===== config.mk =====
export PLATFORM = sky130hd
export DESIGN_NAME = tsc_timer_sync
export DESIGN_NICKNAME = d
export VERILOG_FILES = /design/src/shared/tsc_pkg.sv /design/src/verilog/tsc_timer_sync.sv
export SDC_FILE = /design/constraint.sdc
export NUM_CORES = 1
export LEC_CHECK = 0
export BUFFER_PORTS_ARGS = -buffer_cell sky130_fd_sc_hd__buf_2
export CORE_UTILIZATION = 25
export DETAILED_ROUTE_END_ITERATION = 12
export MAX_ROUTING_LAYER = met4
export PLACE_DENSITY = 0.66
export SYNTH_ARGS = -nofsm -noshare
export SYNTH_HDL_FRONTEND = slang
export SYNTH_SLANG_ARGS = --single-unit

===== constraint.sdc =====
create_clock -name clk_i -period 2.3 [get_ports clk_i]
set_input_delay 0.46 -clock clk_i [delete_from_list [all_inputs] [get_ports clk_i]]
set_output_delay 0.46 -clock clk_i [all_outputs]
set_load 0.01 [all_outputs]

===== src/shared/tsc_pkg.sv =====
/*
 Shared constants and carriers of the timer synchronisation control block:
 register indices, page codes, command bit positions, reset values and the
 packed structs that carry run bits and reload strobes to the timer cores.
 Assumes a 32-bit Avalon-MM register bus with byte addressing.
*/
package tsc_pkg;

    // Register indices; byte address is four times the index
    localparam logic [7:0] TSC_IDX_CMD   = 8'h95;
    localparam logic [7:0] TSC_IDX_PAGE  = 8'h10;
    localparam logic [7:0] TSC_IDX_RUN   = 8'h11;

    // Page codes selecting the command register behind the shared index
    localparam logic [7:0] TSC_PAGE_START  = 8'h01;
    localparam logic [7:0] TSC_PAGE_RELOAD = 8'h02;
    localparam logic [7:0] TSC_PAGE_STOP   = 8'h03;

    // Command bit positions, common to all three command registers
    localparam int TSC_BIT_T0   = 0;
    localparam int TSC_BIT_T1   = 1;
    localparam int TSC_BIT_T2   = 2;
    localparam int TSC_BIT_T2L  = 5;

    // Run register bit positions
    localparam int TSC_RUN_T0   = 0;
    localparam int TSC_RUN_T1   = 1;
    localparam int TSC_RUN_T2   = 2;
    localparam int TSC_RUN_T2L  = 3;

    // Reset values
    localparam logic [7:0] TSC_RST_CMD  = 8'h00;
    localparam logic [7:0] TSC_RST_PAGE = 8'h00;
    localparam logic [3:0] TSC_RST_RUN  = 4'h0;

    // Run bits handed to the timer cores
    typedef struct packed {
        logic timer2_low_half_run_bit;
        logic timer2_run_bit;
        logic timer1_run_bit;
        logic timer0_run_bit;
    } tsc_run_s;

    // One-cycle forced reload strobes
    typedef struct packed {
        logic timer2_low_count_byte;
        logic timer2_high_count_byte;
        logic timer1_count_bytes;
        logic timer0_count_bytes;
    } tsc_reload_s;

    // Timer 2 configuration seen from its core
    typedef struct packed {
        logic split_mode;
        logic duty_capture_mode;
    } tsc_t2cfg_s;

endpackage


===== src/verilog/tsc_timer_sync.sv =====
/*
 Global start, reload and stop control for Timer 0, Timer 1, Timer 2 (no reload in duty capture mode) and the
 Timer 2 low half in split mode. Software writes one-shot command bits over
 an Avalon-MM slave; the block owns the run bits and drives reload strobes.
 Assumes the timer cores share clk_i, take the run bits as levels, take the
 reload strobes as one-cycle pulses and report the Timer 2 configuration.
*/
`timescale 1ns/1ps

module tsc_timer_sync (
    input  wire logic                  clk_i,
    input  wire logic                  rst_i,
    input  wire logic [9:0]            address_i,
    input  wire logic                  read_i,
    input  wire logic                  write_i,
    input  wire logic [31:0]           writedata_i,
    input  wire logic [3:0]            byteenable_i,
    output logic      [31:0]           readdata_o,
    output logic                       waitrequest_o,
    input  wire tsc_pkg::tsc_t2cfg_s   t2_cfg_i,
    output tsc_pkg::tsc_run_s          run_o,
    output tsc_pkg::tsc_reload_s       reload_o,
    output logic                       timer2_low_count_en_o
);
    import tsc_pkg::*;

    logic        resp_q;
    logic [7:0]  page;
    logic [3:0]  run;
    logic [3:0]  next_run;
    logic [3:0]  reload_q;
    logic [3:0]  next_reload;
    logic [31:0] rdata_q;
    logic [31:0] next_rdata;

    // Bus decode
    wire       req        = read_i | write_i;
    wire       accept     = req & resp_q;
    wire [7:0] idx        = address_i[9:2];
    wire       lane0      = byteenable_i[0];
    wire [7:0] wbyte      = writedata_i[7:0];
    wire       wr_go      = write_i & accept & lane0;
    wire       hit_cmd    = idx == TSC_IDX_CMD;
    wire       hit_page   = idx == TSC_IDX_PAGE;
    wire       hit_run    = idx == TSC_IDX_RUN;
    wire       wr_cmd     = wr_go & hit_cmd;
    wire       wr_start   = wr_cmd & (page == TSC_PAGE_START);
    wire       wr_reload  = wr_cmd & (page == TSC_PAGE_RELOAD);
    wire       wr_stop    = wr_cmd & (page == TSC_PAGE_STOP);
    wire       wr_page    = wr_go & hit_page;
    wire       wr_run     = wr_go & hit_run;
    wire       split      = t2_cfg_i.split_mode;
    wire       duty       = t2_cfg_i.duty_capture_mode;

    // Command bits decoded from the write byte; zeros carry no action
    wire [3:0] start_cmd  = wr_start ? {wbyte[TSC_BIT_T2L] & split, wbyte[TSC_BIT_T2],
                                        wbyte[TSC_BIT_T1], wbyte[TSC_BIT_T0]} : 4'h0;
    wire [3:0] stop_cmd   = wr_stop  ? {wbyte[TSC_BIT_T2L] & split, wbyte[TSC_BIT_T2],
                                        wbyte[TSC_BIT_T1], wbyte[TSC_BIT_T0]} : 4'h0;
    wire       rl_t0      = wr_reload & wbyte[TSC_BIT_T0];
    wire       rl_t1      = wr_reload & wbyte[TSC_BIT_T1];
    wire       rl_t2      = wr_reload & wbyte[TSC_BIT_T2] & ~duty;
    wire       rl_t2l     = wr_reload & wbyte[TSC_BIT_T2L] & split;

    // One wait cycle, then the answer
    assign waitrequest_o = req & ~resp_q;

    always_ff @(posedge clk_i or posedge rst_i) begin
        if (rst_i) begin
            resp_q <= 1'b0;
        end else begin
            resp_q <= req & ~resp_q;
        end
    end

    // Run bits: register write loads them, commands set or clear them
    always_comb begin
        next_run = run;
        if (wr_run) begin
            next_run = wbyte[3:0];
        end
        next_run = (next_run | start_cmd) & ~stop_cmd;
    end

    // Reload strobes; split mode keeps the low byte out of timer2 reload
    always_comb begin
        next_reload = 4'h0;
        next_reload[0] = rl_t0;
        next_reload[1] = rl_t1;
        next_reload[2] = rl_t2;
        next_reload[3] = (rl_t2 & ~split) | rl_t2l;
    end

    // Read mux; command registers hold nothing and read as zero
    always_comb begin
        next_rdata = 32'h0000_0000;
        if (hit_page) begin
            next_rdata = {24'h00_0000, page};
        end else if (hit_run) begin
            next_rdata = {28'h000_0000, run};
        end else if (hit_cmd) begin
            next_rdata = {24'h00_0000, TSC_RST_CMD};
        end
    end

    always_ff @(posedge clk_i or posedge rst_i) begin
        if (rst_i) begin
            page     <= TSC_RST_PAGE;
            run      <= TSC_RST_RUN;
            reload_q <= 4'h0;
            rdata_q  <= 32'h0000_0000;
        end else begin
            if (wr_page) begin
                page <= wbyte;
            end
            run      <= next_run;
            reload_q <= next_reload;
            if (read_i & ~resp_q) begin
                rdata_q <= next_rdata;
            end
        end
    end

    assign readdata_o = rdata_q;

    assign run_o.timer0_run_bit          = run[TSC_RUN_T0];
    assign run_o.timer1_run_bit          = run[TSC_RUN_T1];
    assign run_o.timer2_run_bit          = run[TSC_RUN_T2];
    assign run_o.timer2_low_half_run_bit = run[TSC_RUN_T2L];

    assign reload_o.timer0_count_bytes     = reload_q[0];
    assign reload_o.timer1_count_bytes     = reload_q[1];
    assign reload_o.timer2_high_count_byte = reload_q[2];
    assign reload_o.timer2_low_count_byte  = reload_q[3];

    // Low byte counts only in split mode with its run bit set
    assign timer2_low_count_en_o = split & run[TSC_RUN_T2L];

    // Checks
    a_start_sets_t0: assert property (@(posedge clk_i) disable iff (rst_i)
        wr_start && wbyte[TSC_BIT_T0] |=> run_o.timer0_run_bit)
        else $error("timer0 start did not set run bit");

    a_start_sets_t1: assert property (@(posedge clk_i) disable iff (rst_i)
        wr_start && wbyte[TSC_BIT_T1] |=> run_o.timer1_run_bit)
        else $error("timer1 start did not set run bit");

    a_start_sets_t2: assert property (@(posedge clk_i) disable iff (rst_i)
        wr_start && wbyte[TSC_BIT_T2] |=> run_o.timer2_run_bit)
        else $error("timer2 start did not set run bit");

    a_low_start_split: assert property (@(posedge clk_i) disable iff (rst_i)
        wr_start && wbyte[TSC_BIT_T2L] && split |=> run_o.timer2_low_half_run_bit)
        else $error("low half start did not set run bit");

    a_reload_one_pulse: assert property (@(posedge clk_i) disable iff (rst_i)
        reload_q != 4'h0 && !wr_reload |=> reload_q == 4'h0)
        else $error("reload strobe lasted beyond one cycle");

    a_start_together: assert property (@(posedge clk_i) disable iff (rst_i)
        wr_start && wbyte[2:0] == 3'b111 |=> run[2:0] == 3'b111)
        else $error("selected timers did not start together");

    a_zero_no_effect: assert property (@(posedge clk_i) disable iff (rst_i)
        wr_cmd && wbyte == 8'h00 |=> $stable(run) && reload_q == 4'h0)
        else $error("zero command changed timer state");

    a_reload_t0: assert property (@(posedge clk_i) disable iff (rst_i)
        wr_reload && wbyte[TSC_BIT_T0] |=> reload_o.timer0_count_bytes)
        else $error("timer0 reload strobe missing");

    a_reload_t1: assert property (@(posedge clk_i) disable iff (rst_i)
        wr_reload && wbyte[TSC_BIT_T1] |=> reload_o.timer1_count_bytes)
        else $error("timer1 reload strobe missing");

    a_reload_t2_full: assert property (@(posedge clk_i) disable iff (rst_i)
        wr_reload && wbyte[TSC_BIT_T2] && !split && !duty
        |=> reload_o.timer2_high_count_byte && reload_o.timer2_low_count_byte)
        else $error("timer2 full reload missing");

    a_reload_t2_high: assert property (@(posedge clk_i) disable iff (rst_i)
        wr_reload && wbyte == 8'h04 && split && !duty
        |=> reload_o.timer2_high_count_byte && !reload_o.timer2_low_count_byte)
        else $error("split timer2 reload touched low byte");

    a_reload_duty_skip: assert property (@(posedge clk_i) disable iff (rst_i)
        wr_reload && duty |=> !reload_o.timer2_high_count_byte)
        else $error("timer2 reload taken in duty capture");

    a_reload_low: assert property (@(posedge clk_i) disable iff (rst_i)
        wr_reload && wbyte[TSC_BIT_T2L] && split |=> reload_o.timer2_low_count_byte)
        else $error("low half reload strobe missing");

    a_stop_clears: assert property (@(posedge clk_i) disable iff (rst_i)
        wr_stop |=> (run[2:0] & $past(wbyte[2:0])) == 3'b000)
        else $error("stop command left a run bit set");

    a_low_stop_split: assert property (@(posedge clk_i) disable iff (rst_i)
        wr_stop && wbyte[TSC_BIT_T2L] && split |=> !run_o.timer2_low_half_run_bit)
        else $error("low half stop did not clear run bit");

    a_low_gate: assert property (@(posedge clk_i) disable iff (rst_i)
        wr_start && wbyte[TSC_BIT_T2L] && split ##1 split |-> timer2_low_count_en_o)
        else $error("low byte not counting after low start");

    a_cmd_reads_zero: assert property (@(posedge clk_i) disable iff (rst_i)
        read_i && !resp_q && hit_cmd |=> readdata_o == 32'h0000_0000)
        else $error("command register read nonzero");

    a_low_ignored: assert property (@(posedge clk_i) disable iff (rst_i)
        wr_cmd && !split && !wr_run |=> $stable(run_o.timer2_low_half_run_bit))
        else $error("low half command acted outside split mode");

    a_bus_one_wait: assert property (@(posedge clk_i) disable iff (rst_i)
        $rose(req) |-> waitrequest_o ##1 !waitrequest_o)
        else $error("bus answer not after one wait cycle");

    a_start_keeps_t0: assert property (@(posedge clk_i) disable iff (rst_i)
        wr_start && !wbyte[TSC_BIT_T0] |=> run_o.timer0_run_bit == $past(run[TSC_RUN_T0]))
        else $error("timer0 run bit changed without start");

    a_start_keeps_t1: assert property (@(posedge clk_i) disable iff (rst_i)
        wr_start && !wbyte[TSC_BIT_T1] |=> run_o.timer1_run_bit == $past(run[TSC_RUN_T1]))
        else $error("timer1 run bit changed without start");

    a_start_keeps_t2: assert property (@(posedge clk_i) disable iff (rst_i)
        wr_start && !wbyte[TSC_BIT_T2] |=> run_o.timer2_run_bit == $past(run[TSC_RUN_T2]))
        else $error("timer2 run bit changed without start");

    a_stop_keeps_t0: assert property (@(posedge clk_i) disable iff (rst_i)
        wr_stop && !wbyte[TSC_BIT_T0] |=> run_o.timer0_run_bit == $past(run[TSC_RUN_T0]))
        else $error("timer0 run bit changed without stop");

    a_stop_keeps_t1: assert property (@(posedge clk_i) disable iff (rst_i)
        wr_stop && !wbyte[TSC_BIT_T1] |=> run_o.timer1_run_bit == $past(run[TSC_RUN_T1]))
        else $error("timer1 run bit changed without stop");

    a_stop_keeps_t2: assert property (@(posedge clk_i) disable iff (rst_i)
        wr_stop && !wbyte[TSC_BIT_T2] |=> run_o.timer2_run_bit == $past(run[TSC_RUN_T2]))
        else $error("timer2 run bit changed without stop");

    a_stop_clears_t0: assert property (@(posedge clk_i) disable iff (rst_i)
        wr_stop && wbyte[TSC_BIT_T0] |=> !run_o.timer0_run_bit)
        else $error("timer0 stop did not clear run bit");

    a_stop_clears_t1: assert property (@(posedge clk_i) disable iff (rst_i)
        wr_stop && wbyte[TSC_BIT_T1] |=> !run_o.timer1_run_bit)
        else $error("timer1 stop did not clear run bit");

    a_stop_clears_t2: assert property (@(posedge clk_i) disable iff (rst_i)
        wr_stop && wbyte[TSC_BIT_T2] |=> !run_o.timer2_run_bit)
        else $error("timer2 stop did not clear run bit");

    a_low_start_nosplit: assert property (@(posedge clk_i) disable iff (rst_i)
        wr_start && wbyte[TSC_BIT_T2L] && !split
        |=> run_o.timer2_low_half_run_bit == $past(run[TSC_RUN_T2L]))
        else $error("low half start acted outside split mode");

    a_low_stop_nosplit: assert property (@(posedge clk_i) disable iff (rst_i)
        wr_stop && wbyte[TSC_BIT_T2L] && !split
        |=> run_o.timer2_low_half_run_bit == $past(run[TSC_RUN_T2L]))
        else $error("low half stop acted outside split mode");

    a_low_reload_nosplit: assert property (@(posedge clk_i) disable iff (rst_i)
        wr_reload && wbyte[TSC_BIT_T2L] && !wbyte[TSC_BIT_T2] && !split
        |=> !reload_o.timer2_low_count_byte)
        else $error("low half reload acted outside split mode");

    a_reload_skip_t0: assert property (@(posedge clk_i) disable iff (rst_i)
        wr_reload && !wbyte[TSC_BIT_T0] |=> !reload_o.timer0_count_bytes)
        else $error("timer0 reload without command bit");

    a_reload_skip_t1: assert property (@(posedge clk_i) disable iff (rst_i)
        wr_reload && !wbyte[TSC_BIT_T1] |=> !reload_o.timer1_count_bytes)
        else $error("timer1 reload without command bit");

    a_reload_skip_t2: assert property (@(posedge clk_i) disable iff (rst_i)
        wr_reload && !wbyte[TSC_BIT_T2] |=> !reload_o.timer2_high_count_byte)
        else $error("timer2 high reload without command bit");

    a_reload_idle: assert property (@(posedge clk_i) disable iff (rst_i)
        !wr_reload |=> reload_q == 4'h0)
        else $error("reload strobe without reload write");

    a_split_low_quiet: assert property (@(posedge clk_i) disable iff (rst_i)
        wr_reload && wbyte[TSC_BIT_T2] && !wbyte[TSC_BIT_T2L] && split
        |=> !reload_o.timer2_low_count_byte)
        else $error("split timer2 reload pulsed low byte");

    a_duty_low_quiet: assert property (@(posedge clk_i) disable iff (rst_i)
        wr_reload && wbyte[TSC_BIT_T2] && !wbyte[TSC_BIT_T2L] && duty
        |=> !reload_o.timer2_low_count_byte)
        else $error("timer2 reload reached low byte in duty capture");

    a_start_with_low: assert property (@(posedge clk_i) disable iff (rst_i)
        wr_start && wbyte[TSC_BIT_T2L] && wbyte[TSC_BIT_T2] && split
        |=> run[TSC_RUN_T2L] && run[TSC_RUN_T2])
        else $error("timer2 halves did not start together");

    a_stop_together: assert property (@(posedge clk_i) disable iff (rst_i)
        wr_stop && wbyte[2:0] == 3'b111 |=> run[2:0] == 3'b000)
        else $error("selected timers did not stop together");

    a_reload_together: assert property (@(posedge clk_i) disable iff (rst_i)
        wr_reload && wbyte[1:0] == 2'b11
        |=> reload_o.timer0_count_bytes && reload_o.timer1_count_bytes)
        else $error("selected reloads did not pulse together");

    a_run_holds: assert property (@(posedge clk_i) disable iff (rst_i)
        !wr_start && !wr_stop && !wr_run |=> $stable(run))
        else $error("run bits changed without a command");

    a_low_stop_gate: assert property (@(posedge clk_i) disable iff (rst_i)
        wr_stop && wbyte[TSC_BIT_T2L] && split |=> !timer2_low_count_en_o)
        else $error("low byte still counting after low stop");

    a_reload_keeps_run: assert property (@(posedge clk_i) disable iff (rst_i)
        wr_reload |=> $stable(run))
        else $error("reload command changed run bits");

    a_cmd_no_reload: assert property (@(posedge clk_i) disable iff (rst_i)
        wr_start || wr_stop |=> reload_q == 4'h0)
        else $error("start or stop produced a reload strobe");

    a_other_page: assert property (@(posedge clk_i) disable iff (rst_i)
        wr_cmd && !wr_start && !wr_reload && !wr_stop |=> $stable(run) && reload_q == 4'h0)
        else $error("command on unused page had an effect");

    a_lane_ignored: assert property (@(posedge clk_i) disable iff (rst_i)
        write_i && !lane0 |=> $stable(run) && $stable(page))
        else $error("write without low byte lane took effect");

    a_unmapped_ignored: assert property (@(posedge clk_i) disable iff (rst_i)
        write_i && !hit_cmd && !hit_page && !hit_run |=> $stable(run) && $stable(page))
        else $error("unmapped write took effect");

    a_wait_idle: assert property (@(posedge clk_i) disable iff (rst_i)
        !req |-> !waitrequest_o)
        else $error("wait raised with no request");

    a_answer_once: assert property (@(posedge clk_i) disable iff (rst_i)
        req && !waitrequest_o |=> !resp_q)
        else $error("answer lasted beyond one cycle");

    a_read_page: assert property (@(posedge clk_i) disable iff (rst_i)
        read_i && !resp_q && hit_page |=> readdata_o == {24'h00_0000, $past(page)})
        else $error("page register read wrong");

    a_read_run: assert property (@(posedge clk_i) disable iff (rst_i)
        read_i && !resp_q && hit_run |=> readdata_o == {28'h000_0000, $past(run)})
        else $error("run register read wrong");

    a_read_unmapped: assert property (@(posedge clk_i) disable iff (rst_i)
        read_i && !resp_q && !hit_cmd && !hit_page && !hit_run
        |=> readdata_o == 32'h0000_0000)
        else $error("unmapped read nonzero");

    a_read_holds: assert property (@(posedge clk_i) disable iff (rst_i)
        !read_i |=> $stable(readdata_o))
        else $error("read data changed without a read");

    a_page_write: assert property (@(posedge clk_i) disable iff (rst_i)
        wr_page |=> page == $past(wbyte))
        else $error("page write did not land");

    a_run_write: assert property (@(posedge clk_i) disable iff (rst_i)
        wr_run |=> run == $past(wbyte[3:0]))
        else $error("run register write did not land");

endmodule

# ---- Yosys cells after proc, flatten, opt, wreduce, memory -nomap -nowiden
# Index checks and enable logic that the tools add are counted.
dict set report word_totals {
  regBits 49
  inputBits 52
  output_inout_bits 42
  elab_cells 44
}
dict set report classes {
  eq_ne 6
  muxes 5
  bitwise_logic 28
}
# cell n
set ops {}
lappend ops {{$and 1x1->1} 20}
lappend ops {{$eq 8x2->1 const B} 2}
lappend ops {{$eq 8x5->1 const B} 2}
lappend ops {{$mux 4} 4}
lappend ops {{$eq 8x1->1 const B} 1}
lappend ops {{$eq 8x8->1 const B} 1}
lappend ops {{$mux 8} 1}
lappend ops {{$and 4x4->4} 1}
lappend ops {{$not 4->4} 1}
lappend ops {{$or 4x4->4} 1}
lappend ops {{$not 1->1} 3}
lappend ops {{$or 1x1->1} 2}

# ---- Depth between registers and ports, before layout
# Gate-level depths: netlist of the first run.
dict set report logic_depth {
  ltp_word 10
  ltp_mapped 5
  depth_no_buf 4
}

# ---- Worst setup path after synthesis of the first run
# OpenSTA, ideal clock, no wires.
dict set report synth_path {
  kind {input-to-reg}
  startpoint {input port address_i[5]}
  endpoint {register reload_q[2], in the netlist reload_o[2]}
  setup_time_ps 80
  arrival_time_ps 2125
  required_time_ps 2220
  slack_ps 95
  path_stages 5
  path_buffers 1
  path_cell_list {or4b_4 -> buf_6 -> or3_4 -> or4_4 -> nor3b_2}
}
dict set report synth_between {
  elab_chain_len 5
}
# element line_no
set synth_lines {}
lappend synth_lines {{from (decl)} tsc_timer_sync.sv:13} ;# input wire logic [9:0] address_i,
lappend synth_lines {{$eq 8x8->1} tsc_timer_sync.sv:43} ;# wire hit_cmd = idx == TSC_IDX_CMD;
lappend synth_lines {{$and 1x1->1} tsc_timer_sync.sv:46} ;# wire wr_cmd = wr_go & hit_cmd;
lappend synth_lines {{$and 1x1->1} tsc_timer_sync.sv:48} ;# wire wr_reload = wr_cmd & (page == TSC_PAGE_RELOAD);
lappend synth_lines {{$and 1x1->1 (2 in a row)} tsc_timer_sync.sv:62} ;# wire rl_t2 = wr_reload & wbyte[TSC_BIT_T2] & ~duty;
lappend synth_lines {{via next_reload[2]} tsc_timer_sync.sv:32} ;# logic [3:0] next_reload;
lappend synth_lines {{to (signal assigned)} tsc_timer_sync.sv:117} ;# reload_q <= next_reload;
lappend synth_lines {{to (decl)} tsc_timer_sync.sv:31} ;# logic [3:0] reload_q;
# The timed path passes the listed nets, and every way through them passes these cells.
# A chain may end at the register's enable or synchronous reset.

# ---- Worst setup path in the final report of the first run
# Ends and elaborated chain as after synthesis.

==> summary.md, run 1 <==
| Metric | Value |
|---|---|
| Clock sink total | `25` |
| # IOs | `94` |
| Worst setup startpoint | `address_i[5]` |
| Switching Share | `24.9%` |
| Die area | `5510 sq um` |
| FP Rows | `25` |
| DR vias | `958` |
| Worst skew pair latency | `0.27 ns` |
| Kind of critical path | `in -> reg` |
| Root buf cell | `clkbuf_8` |
| Register area share after synthesis | `47.9%` |
| Layout cells sized above 1 | `38.9%` |
| Total track usage | `10.6%` |
| R2r setup slk | `0.51 ns` |
| Min Tclk post-route | `1.99 ns` |
| Logic pwr share | `11.0%` |
| DR pass1 iterations | `4` |
| Maximum Capacitance Violations | `0` |
| Final period util | `86.4%` |
| Worst Tran Pin Value | `0.509 ns` |
| Input/output buffers | `40` |
| H-tree Lvls | `1` |
| Initial DRC Count | `56` |
| Top-area cell type share of the netlist area | `47.9%` |
| Warning count from the yosys run | `0` |
| Outcome | `complete, no violations` |
| Die W | `74.3 um` |
| Post-synthesis cell type count | `32` |
| Avg Cell Area, Syn | `11.3 sq um` |
| Crit path to | `reload_o[2]` |
| Setup Viol. Count Final | `0` |
| Slew HR | `65.6%` |
| Worst Path Max Fanout | `5` |
| ANT cells | `0` |
| Cell area after layout | `1570 sq um` |
| Hold Vio Cnt, Final | `0` |
| Clk pin slew, worst setup/hold paths | `0.08 ns` |
| Sequential Power Share | `56.5%` |
| Post-synth top area cell | `dfrtp_1` |
| Cell count after synthesis | `115` |
| Post-route DRC | `0` |
| TNS Setup | `0 ns` |
| Routed Wire Length | `2.85 mm` |
| Hold Buf Count CTS | `0` |
| Vias in the first global route | `857` |
| Antenna violations before repair | `0` |
| Clk pwr share | `32.6%` |
| Antenna-violating nets left | `0` |
| Final Slew Violations | `0` |
| Area Growth Syn to Fin | `20.3%` |
| P_sw | `198 uW` |
| Placer's final routability congestion estimate | `0.814` |
| Pin count of the biggest net entering global routing | `26` |
| Reg2reg end | `reload_o[2]` |
| Vias per std cell | `4.18` |
| Post-DP Area | `1530 sq um` |
| TritonCTS Buffers | `3` |
| Flops & latches, synth | `25` |
| Detailed Place HPWL | `2.18 mm` |
| CTS tree | `done` |
| Post-CTS setup buffers | `0` |
| Mapped Area | `1310 sq um` |
| R2R depth | `4` |
| Hold Path Class | `in -> async` |
| Total gr overflow | `0` |
| Die Ht | `74.3 um` |
| Post-CTS Resized | `0` |
| Setup Skew | `0.00363 ns` |
| Int Pwr | `596 uW` |
| Crit. End Element | `flip-flop` |
| Synth Flop Type | `dfrtp_1` |
| Max rail drop VDD | `0.000167 V` |
| First-pass GRT wire length | `4.19 mm` |
| Post-synth ARST share | `100%` |
| Arr. time, crit path | `2.18 ns` |
| Pwr dens | `506 nW/um^2` |
| Top post-synthesis cells by area | `dfrtp_1, buf_4, mux2_2, a222oi_1, a22o_1` |
| Post-synth EDFFs | `0` |
| Clk buf depth | `2` |
| Nets | `215` |
| Starting density of the core | `26.7%` |
| Unrepaired setup endpoints after global routing | `false` |
| Fmax achieved | `0.503 GHz` |
| Floorplan core area | `4880 sq um` |
| DR WL/cell | `12.4 um` |
| Synth cell count leaders | `dfrtp_1, buf_4, mux2_2` |
| Top-count cell post-synth | `dfrtp_1` |
| Leakage Power | `0.853 nW` |
| Critical path startpoint category | `input port` |
| Reg2reg start | `page[4]` |
| Required time of the worst setup path | `2.49 ns` |
-- layout make-up --
type	count	area [sq um]
Inverter	6	22.5
Multi-Input combinational cell	81	548
Tap cell	67	83.8
Timing Repair Buffer	46	245
Clock buffer	4	45.0
Sequential cell	25	626
Fill cell	529	3310
-- worst min-delay path by stage --
stage	startpoint	endpoint	slack, ns
finish	rst_i	readdata_o[5]	0.22
global route	rst_i	readdata_o[5]	0.25
CTS	rst_i	reload_o[2]	0.23
detailed placement	resp_q	resp_q	0.45
global placement	resp_q	resp_q	0.44
floorplan	resp_q	resp_q	0.47
-- stage by stage --
stage / hold WS [ns] / utilization, % / total power [mW] / worst slack, ns / cells
global route: 0.253 / 32.2 / 0.834 / 0.281 / 229
finish: 0.217 / 32.2 / 0.795 / 0.313 / 229
detailed placement: 0.450 / 31.3 / 0.545 / 0.0340 / 225
global placement: 0.439 / 31.3 / 0.544 / 0.0481 / 225
floorplan: 0.467 / - / 0.537 / 0.0948 / 138
CTS: 0.230 / 32.2 / 0.807 / 0.320 / 229
-- flip-flops by register name, summed over array words and instances (netlist names) --
register and count:
page 8, readdata_o 8, reload_o 4, run_o 4, resp_q 1
-- critical path: stages --
cell and delay, ns:
buf_2 0.09, or4b_4 0.56, or3_4 0.40, or4_4 0.50, nor3b_2 0.16
-- logic make-up after synthesis --
| logic type | count (synthesis) | synth area share (%) |
|---|---|---|
| buffers and inverters | 32 | 16.7 |
| multiplexers | 9 | 7.57 |
| other | 1 | 0.287 |
| AND/OR/NAND/NOR | 31 | 17.1 |
| flip-flops | 25 | 47.9 |
| AO/OA/AOI/OAI | 17 | 10.5 |
-- placed cells by master (no fill, tap or decap), types with 2 or more instances in the layout --
cell type	n
a21oi_1	4
a222oi_1	4
a22o_1	4
a32oi_1	3
and2_1	3
buf_2	40
buf_4	6
clkbuf_8	3
conb_1	24
dfrtp_1	25
inv_1	6
mux2_2	7
mux2i_1	2
nand2_1	3
nand2b_1	2
nand3_1	2
nor2_1	4
nor3_1	3
nor4_1	2
nor4b_1	2
-- metal layers --
layer  global-route usage, %  vias up  routed length (um)
met4                    3.77        0                  27
met1                    13.3      447                1220
met3                    2.44        4                 208
li1                        -      462                   -
met2                    16.9       45                1390
met5                       -        -                   0
-- power by group through the flow --
stage / logic (mW) / registers (mW) / clock network (mW)
5_1_grt: 0.0981 / 0.450 / 0.286
4_1_cts: 0.0877 / 0.449 / 0.270
3_3_place_gp: 0.0867 / 0.457 / 0
2_1_floorplan: 0.0798 / 0.457 / 0
3_5_place_dp: 0.0874 / 0.458 / 0
6_report: 0.0870 / 0.449 / 0.259
Power figures use the tool's default switching activity.
==> run 2, diff against run 1 <==
--- a/config.mk
+++ b/config.mk
@@ -5,11 +5,11 @@
 export SDC_FILE = /design/constraint.sdc
 export NUM_CORES = 1
 export LEC_CHECK = 0
-export BUFFER_PORTS_ARGS = -buffer_cell sky130_fd_sc_hd__buf_2
 export CORE_UTILIZATION = 25
 export DETAILED_ROUTE_END_ITERATION = 12
+export DONT_BUFFER_PORTS = 1
 export MAX_ROUTING_LAYER = met4
-export PLACE_DENSITY = 0.66
+export PLACE_DENSITY = 0.5
 export SYNTH_ARGS = -nofsm -noshare
 export SYNTH_HDL_FRONTEND = slang
 export SYNTH_SLANG_ARGS = --single-unit
==> run 2 against run 1 <==
  * Global-route usage grew 0.29 points
  * Non-clock buffer count shrank 42
  * Largest power group unchanged
  * Count of clock-buffer cells in the layout shrank 1
  * Clock skew grew 0.0011 ns
  * Wire length shrank 2.1%
  * Flip-flop and latch count is the same
  * Final cell count shrank 18%
  * Die area is the same
  * Critical path depth shrank 1
==> summary.md, run 2 (synthesis results as in run 1) <==
| Metric | Value |
|---|---|
| FP Rows | `25 (unchanged)` |
| Nets | `173 (-20%)` |
| Final period util | `83.7% (-2.7 points)` |
| Arr. time, crit path | `2.12 ns (-0.06 ns)` |
| Worst Path Max Fanout | `6 (+1)` |
| Initial DRC Count | `57 (+1.8%)` |
| Worst path max stage delay | `0.58 ns (+0.02 ns)` |
| # IOs | `94 (unchanged)` |
| Reg2reg end | `reload_o[2]` |
| Layout cells sized above 1 | `18.3% (-21 points)` |
| Routed Wire Length | `2.79 mm (-2.1%)` |
| Clock sink total | `25 (unchanged)` |
| Required time of the worst setup path | `2.50 ns (about the same)` |
| Setup Viol. Count Final | `0 (unchanged)` |
| Post-route DRC | `0 (unchanged)` |
| R2r setup slk | `0.54 ns (+0.03 ns)` |
| Die Ht | `74.3 um (unchanged)` |
| DR pass1 iterations | `4 (unchanged)` |
| Clk pin slew, worst setup/hold paths | `0.08 ns (about the same)` |
| Leakage Power | `0.657 nW (-23%)` |
| Crit-path cells | `or4b_4 -> or3_4 -> or4_4 -> nor3b_2` |
| Setup Skew | `0.00475 ns (+0.00112 ns)` |
| Floorplan core area | `4880 sq um (unchanged)` |
| CTS tree | `done` |
| Root buf cell | `clkbuf_8` |
| Vias per std cell | `4.63 (+11%)` |
| Fill cells | `519 (-1.9%)` |
| DR WL/cell | `14.9 um (+20%)` |
| Hold Vio Cnt, Final | `0 (unchanged)` |
| Input/output buffers | `0 (-100%)` |
| Placer's final routability congestion estimate | `0.831 (+2.1%)` |
| Hold Path Class | `in -> async` |
| Die W | `74.3 um (unchanged)` |
| ANT cells | `0 (unchanged)` |
| Slowest cell on the critical path | `or4b_4` |
| Starting density of the core | `26.7% (unchanged)` |
| Hold Buf Count CTS | `0 (unchanged)` |
| Pwr dens | `564 nW/um^2 (+12%)` |
| Total gr overflow | `0 (unchanged)` |
| Commonest non-fill, non-tap cell in the layout | `dfrtp_1` |
| First-pass GRT wire length | `4.26 mm (+1.8%)` |
| TNS Setup | `0 ns (unchanged)` |
| Most frequent cells in the layout | `dfrtp_1, conb_1, mux2_2, inv_1` |
| Detailed Place HPWL | `2.22 mm (+2.0%)` |
| Antenna violations before repair | `0 (unchanged)` |
| Post-CTS Resized | `0 (unchanged)` |
| Post-CTS setup buffers | `0 (unchanged)` |
| DR vias | `865 (-9.7%)` |
| R2R depth | `4 (unchanged)` |
| Final Slew Violations | `0 (unchanged)` |
| Final Util | `27.8% (-4.3 points)` |
| Total track usage | `10.9% (+0.29 points)` |
| Crit. End Element | `flip-flop` |
| Kind of critical path | `in -> reg` |
| Area Growth Syn to Fin | `4.12%` |
| Worst skew pair latency | `0.27 ns (about the same)` |
| Unrepaired setup endpoints after global routing | `false` |
| Min Tclk post-route | `1.92 ns (-0.0623 ns)` |
| Fmax achieved | `0.520 GHz (+3.2%)` |
| Pin count of the biggest net entering global routing | `19 (-27%)` |
| Clk buf depth | `2 (unchanged)` |
| Maximum Capacitance Violations | `0 (unchanged)` |
| H-tree Lvls | `1 (unchanged)` |
| Antenna-violating nets left | `0 (unchanged)` |
| TritonCTS Buffers | `3 (unchanged)` |
| Outcome | `complete, no violations` |
| Max rail drop VDD | `0.000151 V (-9.4%)` |
| Die area | `5510 sq um (unchanged)` |
| Critical path startpoint category | `input port` |
| Reg2reg start | `resp_q` |
| Vias in the first global route | `880 (+2.7%)` |
[run 2: critical path: cells and delay by family]
family / cells / cell delay [ns]
AND/OR/NAND/NOR: 4 / 1.66
[run 2: metrics by stage]
stage / worst slack (ns) / std cells / total power [mW] / hold WS [ns] / instance area [sq um]
6_report: 0.375 / 187 / 0.767 / 0.0128 / 1360
5_1_grt: 0.353 / 187 / 0.817 / 0.0191 / 1360
4_1_cts: 0.381 / 187 / 0.779 / 0.0229 / 1360
3_5_place_dp: 0.104 / 183 / 0.516 / 0.312 / 1310
3_3_place_gp: 0.111 / 183 / 0.514 / 0.303 / 1310
2_1_floorplan: 0.0948 / 138 / 0.537 / 0.467 / 1390
[run 2: cell type report]
class	count	area, sq um	area share [%]
Inverter	6	22.5	1.66
Sequential cell	25	626	46.0
Clock inverter	1	7.51	0.552
Clock buffer	3	41.3	3.04
Tap cell	67	83.8	6.17
Multi-Input combinational cell	81	548	40.3
Timing Repair Buffer	4	30.0	2.21
[run 2: worst max path at each step]
stage               slack, ns    startpoint          end  cells after the start
CTS                      0.38  address_i[5]  reload_o[2]                      4
floorplan                0.09  address_i[5]  reload_o[2]                      5
global route             0.35  address_i[5]  reload_o[2]                      4
detailed placement       0.10  address_i[5]  reload_o[2]                      4
global placement         0.11  address_i[5]  reload_o[2]                      4
finish                   0.38  address_i[5]  reload_o[2]                      4
[run 2: per-layer routing]
layer,GRT usage (%),wire length [um],vias to the layer above
met3,5.96,323,2
li1,-,-,379
met4,3.56,14,0
met1,11.1,1020,436
met2,18.0,1430,48
met5,-,0,-
[run 2: power breakdown]
part	total [mW]	switching (mW)	internal, mW	leakage [nW]
clock network	0.260	0.137	0.123	0.0217
logic	0.0569	0.0444	0.0125	0.293
registers	0.450	0.00553	0.444	0.342
total	0.767	0.187	0.580	0.657
